**config.mk**
```make
export PLATFORM = sky130hd
export DESIGN_NAME = apc_ctrl_flat
export DESIGN_NICKNAME = d
export VERILOG_FILES = /design/src/hw/apc_pkg.sv /design/src/hw/apc_if.sv /design/src/hw/apc_ctrl.sv /design/src/flat_wrapper.sv
export SDC_FILE = /design/constraint.sdc
export NUM_CORES = 1
export LEC_CHECK = 0
export ABC_AREA = 0
export BUFFER_PORTS_ARGS = -buffer_cell sky130_fd_sc_hd__buf_4
export CORE_MARGIN = 1
export CORE_UTILIZATION = 55
export CTS_CLUSTER_SIZE = 12
export DETAILED_ROUTE_END_ITERATION = 8
export HOLD_SLACK_MARGIN = 0.12
export PLACE_DENSITY = 0.74
export SETUP_SLACK_MARGIN = 0.5
export SYNTH_ARGS = -nofsm -noshare
export SYNTH_HDL_FRONTEND = slang
export SYNTH_SLANG_ARGS = --single-unit
```
**constraint.sdc**
```tcl
create_clock -name clock -period 3.15 [get_ports clock]
set_clock_uncertainty 0.15 [all_clocks]
set_input_delay 0 -clock clock [delete_from_list [all_inputs] [get_ports clock]]
set_output_delay 0 -clock clock [all_outputs]
set_load 0.1 [all_outputs]
```
**src/hw/apc_pkg.sv**
```systemverilog
// package: constants shared by both ends of the auto-close timing link
package apc_pkg;
   // ------------------------------------------------------------------
   // command codes on the four command bits, rising half
   // ------------------------------------------------------------------
   localparam logic [3:0] CMD_PRE    = 4'hb;   // bits 0..3 = h,h,l,h
   localparam logic [3:0] CMD_BST    = 4'h3;   // bits 0..3 = h,h,l,l
   localparam logic [3:0] CMD_ACT    = 4'h0;   // activate code (bit0,bit1 low)
   localparam logic [3:0] CMD_WR     = 4'h1;   // write code
   localparam logic [3:0] CMD_RD     = 4'h5;   // read code
   localparam logic [3:0] CMD_NOP    = 4'h7;   // no operation
   // ------------------------------------------------------------------
   // geometry and timing
   // ------------------------------------------------------------------
   localparam int         NBANK      = 8;
   localparam int         BL         = 8;      // burst length from mode register
   localparam int         RL         = 6;      // read latency, clocks
   localparam int         WL         = 3;      // write latency, clocks
   localparam int         CLK_NS     = 10;     // clock period
   localparam int         T_RTP_NS   = 8;      // read to precharge
   localparam int         T_RP_NS    = 18;     // single-bank row precharge
   localparam int         T_RPAB_NS  = 21;     // all-bank row precharge
   localparam int         T_WR_NS    = 15;     // write recovery
   localparam int         T_WTR_NS   = 8;      // write to read
   localparam int         T_RC_NS    = 60;     // row cycle
   localparam int         T_DQSCK_NS = 6;      // max strobe access
   localparam int         PREFETCH   = 4;      // write data group size
   // least times round up
   localparam int         RTP_CK     = (T_RTP_NS + CLK_NS - 1) / CLK_NS;
   localparam int         RP_CK      = (T_RP_NS + CLK_NS - 1) / CLK_NS;
   localparam int         RPAB_CK    = (T_RPAB_NS + CLK_NS - 1) / CLK_NS;
   localparam int         WR_CK      = (T_WR_NS + CLK_NS - 1) / CLK_NS;
   localparam int         WTR_CK     = (T_WTR_NS + CLK_NS - 1) / CLK_NS;
   localparam int         RC_CK      = (T_RC_NS + CLK_NS - 1) / CLK_NS;
   localparam int         DQSCK_CK   = (T_DQSCK_NS + CLK_NS - 1) / CLK_NS;
   // derived separations
   localparam int         RD_PRE     = BL/2 + ((RTP_CK > 2) ? RTP_CK : 2) - 2;
   localparam int         RDAP_START = (BL/2 > BL/2 - 2 + RTP_CK) ? BL/2 : BL/2 - 2 + RTP_CK;
   localparam int         WR_PRE     = WL + BL/2 + WR_CK + 1;
   localparam int         BSTW_PRE   = WL + WR_CK + 1;
   localparam int         RDAP_WR    = RL + BL/2 + DQSCK_CK - WL + 1;
   localparam int         WRAP_RD    = WL + BL/2 + WTR_CK + 1;
   localparam int         CCD        = BL/2;
   localparam int         PRE_PRE    = 1;
   localparam int         CW         = 6;      // countdown width
endpackage : apc_pkg

```
**src/hw/apc_if.sv**
```systemverilog
// interface: command/address link between controller and memory end
`timescale 1ns/1ns
interface apc_if (
   input wire logic clock,
   input wire logic rstn
);
   logic       cs_n;      // chip select, active low
   logic [3:0] cmd;       // command bits 0..3, rising half
   logic       all_bank;  // all-bank flag for precharge
   logic [2:0] bank;      // bank address
   logic       auto_close_flag; // falling-half bit 0 of read/write
   modport ctrl (input clock, input rstn, output cs_n, output cmd, output all_bank,
                 output bank, output auto_close_flag);
   modport mem  (input clock, input rstn, input cs_n, input cmd, input all_bank,
                 input bank, input auto_close_flag);
endinterface : apc_if

```
**src/hw/apc_ctrl.sv**
```systemverilog
// module: controller end issuing commands under per-bank countdowns
`timescale 1ns/1ns
module apc_ctrl (
   apc_if.ctrl        link,        // command link
   input  wire logic       req_valid, // user command request
   input  wire logic [3:0] req_cmd,   // command code
   input  wire logic [2:0] req_bank,  // bank
   input  wire logic       req_all,   // all-bank precharge
   input  wire logic       req_ap,    // auto close on read/write
   output logic       req_ready    // request legal this cycle, whether or not req_valid is high
);
   // ------------------------------------------------------------------
   // per-bank countdowns
   // ------------------------------------------------------------------
   logic [apc_pkg::CW-1:0] pre_wait [8];   // until precharge allowed
   logic [apc_pkg::CW-1:0] act_wait [8];   // until activate allowed
   logic [apc_pkg::CW-1:0] rc_wait  [8];   // row cycle since activate
   logic [7:0]             opened;         // row open
   logic [7:0]             ap_lock;        // auto close burst in flight
   logic [apc_pkg::CW-1:0] rd_wait, wr_wait, pp_wait;   // global spacing
   logic [2:0]             last_bank;      // bank of latest read/write
   logic                   last_wr;        // latest burst was a write

   logic ok, is_pre, is_act, is_rd, is_wr, is_bst;
   assign is_pre = req_cmd == apc_pkg::CMD_PRE;
   assign is_act = req_cmd == apc_pkg::CMD_ACT;
   assign is_rd  = req_cmd == apc_pkg::CMD_RD;
   assign is_wr  = req_cmd == apc_pkg::CMD_WR;
   assign is_bst = req_cmd == apc_pkg::CMD_BST;

   // legality: block anything inside a window
   always_comb begin
      ok = 1'b1;
      if (is_pre) begin
         ok = pp_wait == '0;
         for (int i = 0; i < 8; i++) begin
            if ((req_all || req_bank == 3'(i)) && (pre_wait[i] != '0 || ap_lock[i])) begin
               ok = 1'b0;
            end
         end
      end else if (is_act) begin
         ok = !opened[req_bank] && act_wait[req_bank] == '0 && rc_wait[req_bank] == '0;
      end else if (is_rd || is_wr) begin
         ok = opened[req_bank] && !ap_lock[req_bank]
              && (is_rd ? rd_wait == '0 : wr_wait == '0);
      end else if (is_bst) begin
         ok = !ap_lock[last_bank];
      end
   end
   assign req_ready = ok;
   logic fire;
   assign fire = req_valid && ok;

   // command pins registered
   always_ff @(posedge link.clock or negedge link.rstn) begin
      if (!link.rstn) begin
         link.cs_n <= 1'b1;
         link.cmd <= apc_pkg::CMD_NOP;
         link.all_bank <= 1'b0;
         link.bank <= 3'h0;
         link.auto_close_flag <= 1'b0;
      end else begin
         link.cs_n <= !fire;
         link.cmd <= fire ? req_cmd : apc_pkg::CMD_NOP;
         link.all_bank <= fire && req_all;
         link.bank <= req_bank;
         link.auto_close_flag <= fire && req_ap && (is_rd || is_wr);
      end
   end

   // global spacing counters
   always_ff @(posedge link.clock or negedge link.rstn) begin
      if (!link.rstn) begin
         rd_wait <= '0;
         wr_wait <= '0;
         pp_wait <= '0;
         last_bank <= 3'h0;
         last_wr <= 1'b0;
      end else begin
         rd_wait <= (rd_wait != '0) ? rd_wait - 1'b1 : '0;
         wr_wait <= (wr_wait != '0) ? wr_wait - 1'b1 : '0;
         pp_wait <= (pp_wait != '0) ? pp_wait - 1'b1 : '0;
         if (fire && is_pre) begin
            pp_wait <= apc_pkg::CW'(apc_pkg::PRE_PRE - 1);
         end
         if (fire && is_rd) begin
            last_bank <= req_bank;
            last_wr <= 1'b0;
            rd_wait <= apc_pkg::CW'(apc_pkg::CCD - 1);
            wr_wait <= apc_pkg::CW'(apc_pkg::RDAP_WR - 1);
         end
         if (fire && is_wr) begin
            last_bank <= req_bank;
            last_wr <= 1'b1;
            wr_wait <= apc_pkg::CW'(apc_pkg::CCD - 1);
            rd_wait <= apc_pkg::CW'(apc_pkg::WRAP_RD - 1);
         end
      end
   end

   // per-bank countdowns
   genvar g;
   generate
      for (g = 0; g < 8; g++) begin : g_bank
         logic hit;
         assign hit = req_bank == 3'(g);
         always_ff @(posedge link.clock or negedge link.rstn) begin
            if (!link.rstn) begin
               pre_wait[g] <= '0;
               act_wait[g] <= '0;
               rc_wait[g] <= '0;
               opened[g] <= 1'b0;
               ap_lock[g] <= 1'b0;
            end else begin
               pre_wait[g] <= (pre_wait[g] != '0) ? pre_wait[g] - 1'b1 : '0;
               act_wait[g] <= (act_wait[g] != '0) ? act_wait[g] - 1'b1 : '0;
               rc_wait[g]  <= (rc_wait[g]  != '0) ? rc_wait[g]  - 1'b1 : '0;
               if (ap_lock[g] && pre_wait[g] <= 6'h1) begin
                  ap_lock[g] <= 1'b0;
                  opened[g]  <= 1'b0;
               end
               if (fire && is_act && hit) begin
                  opened[g]  <= 1'b1;
                  rc_wait[g] <= apc_pkg::CW'(apc_pkg::RC_CK - 1);
               end else if (fire && is_pre && (req_all || hit)) begin
                  opened[g]   <= 1'b0;
                  act_wait[g] <= req_all ? apc_pkg::CW'(apc_pkg::RPAB_CK - 1)
                                         : apc_pkg::CW'(apc_pkg::RP_CK - 1);
               end else if (fire && (is_rd || is_wr) && hit) begin
                  pre_wait[g] <= is_rd ? apc_pkg::CW'(apc_pkg::RD_PRE - 1)
                                       : apc_pkg::CW'(apc_pkg::WR_PRE - 1);
                  if (req_ap) begin
                     ap_lock[g]  <= 1'b1;
                     act_wait[g] <= is_rd ? apc_pkg::CW'(apc_pkg::RD_PRE + apc_pkg::RP_CK - 1)
                                          : apc_pkg::CW'(apc_pkg::WR_PRE + apc_pkg::RP_CK - 1);
                  end
               end else if (fire && is_bst && last_wr && last_bank == 3'(g)) begin
                  pre_wait[g] <= apc_pkg::CW'(apc_pkg::BSTW_PRE - 1);
               end
            end
         end
      end
   endgenerate
endmodule : apc_ctrl

```
**src/flat_wrapper.sv**
```systemverilog
// flat-port wrapper written by rule: the top's interface ports become plain ports
module apc_ctrl_flat 
  (req_valid, req_cmd, req_bank, req_all, req_ap, req_ready, clock, rstn, link_cs_n, link_cmd, link_all_bank, link_bank, link_auto_close_flag);
  apc_if link_i (.clock(clock), .rstn(rstn));
  input  wire logic req_valid;
  input  wire logic [3:0] req_cmd;
  input  wire logic [2:0] req_bank;
  input  wire logic req_all;
  input  wire logic req_ap;
  output logic req_ready;
  input wire logic clock;
  input wire logic rstn;
  output wire logic [$bits(link_i.cs_n)-1:0] link_cs_n;
  output wire logic [$bits(link_i.cmd)-1:0] link_cmd;
  output wire logic [$bits(link_i.all_bank)-1:0] link_all_bank;
  output wire logic [$bits(link_i.bank)-1:0] link_bank;
  output wire logic [$bits(link_i.auto_close_flag)-1:0] link_auto_close_flag;
  assign link_cs_n = link_i.cs_n;
  assign link_cmd = link_i.cmd;
  assign link_all_bank = link_i.all_bank;
  assign link_bank = link_i.bank;
  assign link_auto_close_flag = link_i.auto_close_flag;
  apc_ctrl u_core (.link(link_i), .req_valid(req_valid), .req_cmd(req_cmd), .req_bank(req_bank), .req_all(req_all), .req_ap(req_ap), .req_ready(req_ready));
endmodule
```
==> flow_metrics.py <==
metrics = {
    "floorplanning": {
        "dieWidth_um": 143,
        "ioPinCount": 23,
        "fp-row-count": 51,
        "initial_utilization_pct": 56.0,
        "die_area_um2": 20300,
        "core_area_um2": 19400,
        "die_h_um": 143,
    },
    "synth": {
        "syn-num-nets": 1236,
        "synth_flop_cell": "dfrtp_1",
        "yosysWarnings": 0,
        "async_reset_ff_share_pct": 100,
        "synth.avg_cell_area_um2": 9.30,
        "synth_top_area_share_pct": 43.3,
        "ys_types": 83,
        "syn-cell-area_um2": 10900,
        "synth.largest_area_cell": "dfrtp_1",
        "synth_edf_count": 0,
        "synthTopCellsByArea": "dfrtp_1 (43%), ha_1 (6.4%), nand2_1 (4.2%)",
        "synth-seq-area-share_pct": 44.3,
        "syn_inst": 1168,
        "synth-seq-cells": 192,
    },
    "worst_setup_path": {
        "worst_path_largest_cell_delay_ps": 560,
        "crit_type": "flip-flop to flip-flop",
        "crit_required_ps": 3300,
        "r2r.worst_path.cells": 10,
        "start_kind": "flip-flop",
        "arrival_ps": 3610,
        "cp.buffers_inverters": 2,
        "endpoint_kind": "flip-flop",
        "timing.rr.end": "u_core.act_wait[8]",
        "slowest_stage": "or4_4",
        "path_max_fanout": 5,
        "cp_common_cell": "or3_4",
        "ff2ff_setup_slack_ps": -310,
        "worstPathCellList": "or4_4, or3_4, a221o_1, nand4b_1, or3_4, buf_6, a211oi_2, buf_4, mux2i_1, nor2_1",
        "crit_start": "u_core.act_wait[12]",
        "path_delay_family": "simple AND/OR/NAND/NOR gates",
        "timing.rr.start": "u_core.act_wait[12]",
    },
    "placed_design": {
        "dp_hpwl_um": 21200,
        "gp_congestion": 0.926,
        "portBuffers": 22,
        "place_area_um2": 12500,
    },
    "layout": {
        "seq_area_um2": 4810,
        "final_cell_mix": "dfrtp_1 (188), buf_4 (139), nand2_1 (101), nor2_1 (94), inv_1 (73)",
        "nets": 1463,
        "syn2layout_area_growth_pct": 38.8,
        "final_area_um2": 15100,
        "diodes": 0,
        "mostFrequentLayoutCell": "dfrtp_1",
        "drive_above_1_share_pct": 34.5,
        "final_core_util_pct": 77.8,
        "multi_input_area_um2": 6690,
        "n_fill_cell": 1133,
    },
    "clock_tree": {
        "cts_buffer_depth": 2,
        "cts-buffers-inserted": 17,
        "clock_latency_ps": 440,
        "h-tree-depth": 4,
        "cts_sinks": 192,
        "clk_pin_slew_worst_paths_ps": 70,
        "cts_tree": "yes",
        "cts_root_buf": "clkbuf_16",
    },
    "route": {
        "wirelength_um": 35700,
        "ant_nets": 0,
        "via_per_inst": 6.16,
        "drt_iter0_markers": 1139,
        "dr.pass1.iters": 7,
        "drc": 0,
        "num_vias": 10299,
        "avgRoutedWirePerCell_um": 21.3,
    },
    "hold_path": {
        "hp-start": "req_bank[2]",
        "hold_depth": 4,
        "min_path_type": "input port to flip-flop",
        "min_to": "u_core.pre_wait[21]",
    },
    "job": {
        "cap_violations": 0,
    },
    "grt": {
        "grt-ovfl-total": 0,
        "grt_util_all_layers_pct": 34.8,
        "antenna_found_initial": 0,
        "grt_max_degree": 94,
        "grt_pass1_wl_um": 53700,
        "grt_pass1_vias": 10285,
    },
    "pwr": {
        "combPwrFrac_pct": 48.7,
        "clkPwrFrac_pct": 16.9,
        "power.leakage_uw": 0.00665,
        "seqPwrFrac_pct": 34.4,
        "switching_power_uw": 5340,
        "power.total_uw": 13400,
        "power.share.switching_pct": 39.8,
        "powerDensity_nw_per_um2": 890,
        "vdd_drop_max_mv": 0.637,
        "p_int_uw": 8090,
    },
    "timing": {
        "setup_viol_count_final": 169,
        "worst_slew_pin_slew_ps": 1390,
        "min_period_ps": 3460,
        "holdWs_ps": 165,
        "fmax_ghz": 0.289,
        "finalCritPeriodShare_pct": 110,
        "hold_viol_final": 0,
        "rsz0062_at_grt": "true",
        "maxSlewHeadroom_pct": 6.63,
        "fin_ws_ps": -307,
        "drv_slew": 0,
    },
    "outcome": {
        "status": "finished with violations",
        "violations": "negative setup slack",
    },
}
[synthesized netlist by cell type, drive strengths merged (18+ instances only)]
library cell	instances
o21ai	62
o22ai	18
nand2	124
nand2b	20
nor2	123
clkbuf	25
xnor2	27
a21oi	57
ha	56
inv	78
nor3	72
dfrtp	188
xor2	29
[through the flow]
| step | TNS [ps] | instances | setup slack [ps] |
|---|---|---|---|
| finish | -26120 | 1673 | -307 |
| global route | -34750 | 1673 | -378 |
| CTS | -4690 | 1647 | -147 |
| detailed placement | -33840 | 1553 | -361 |
| global placement | -17850 | 1553 | -269 |
| floorplan | -3530 | 1168 | -137 |
[worst min-delay path: stages]
cell and delay, ps:
buf_4 150, or3b_2 250, buf_4 200, o22ai_2 100
[how the worst max path moves through the flow]
stage                          end  slack (ps)  cells after the start
2_1_floorplan  u_core.last_bank[0]        -140                     10
3_3_place_gp    u_core.act_wait[8]        -270                     11
3_5_place_dp    u_core.act_wait[7]        -360                     10
4_1_cts         u_core.act_wait[7]        -150                     11
5_1_grt         u_core.act_wait[8]        -380                     11
6_report        u_core.act_wait[8]        -310                     10
[flip-flops by register name, indices dropped and copies added, names as in the netlist, 4 cells and up]
signal	count
u_core.opened	8
u_core.pre_wait	48
u_core.ap_lock	8
u_core.pp_wait	6
u_core.wr_wait	6
u_core.act_wait	48
u_core.link.cmd	4
u_core.rc_wait	48
u_core.rd_wait	6
[routing by layer]
layer / wire length (um) / GRT usage (%) / part of all wire (%) / vias to the layer above
met5: 0 / 0 / 0 / -
met1: 13700 / 42.9 / 38 / 5020
met3: 2740 / 7.23 / 7.7 / 160
met2: 17400 / 56.7 / 49 / 550
met4: 1860 / 20.1 / 5.2 / 0
li1: - / - / - / 4569
[timing repair]
item                                   in CTS  in global routing
pin swaps                                  67                 62
setup endpoints to repair                 184                184
hold buffers                               17                  0
endpoints found under the hold margin     252                  0
cloned                                      5                  1
gates resized for setup                   163                131
setup buffers                              40                 25
[kinds of logic after synthesis]
| logic type | share of synthesized area [%] |
|---|---|
| and+or+nand+nor | 21.3 |
| AOI/OAI and AO/OA | 15.7 |
| DFF | 44.3 |
| buffers and inverters | 4.39 |
| xor gates and xnor gates | 4.51 |
| adders and majority gates | 6.45 |
| muxes | 3.40 |
[layout make-up]
type	count	area share, %
Tap cell	265	2.20
Inverter	78	2.04
Clock inverter	12	1.04
Timing Repair Buffer	243	15.5
Clock buffer	20	2.96
Sequential cell	192	31.9
Multi-Input combinational cell	863	44.3
[power by group through the flow]
stage	Sequential, uW	Clock (uW)	Combinational [uW]
3_5_place_dp	4540	0	5100
2_1_floorplan	4430	0	3550
6_report	4610	2270	6540
5_1_grt	4720	2380	7150
4_1_cts	4530	2290	5670
3_3_place_gp	4490	0	4930
Power figures use the tool's default switching activity.
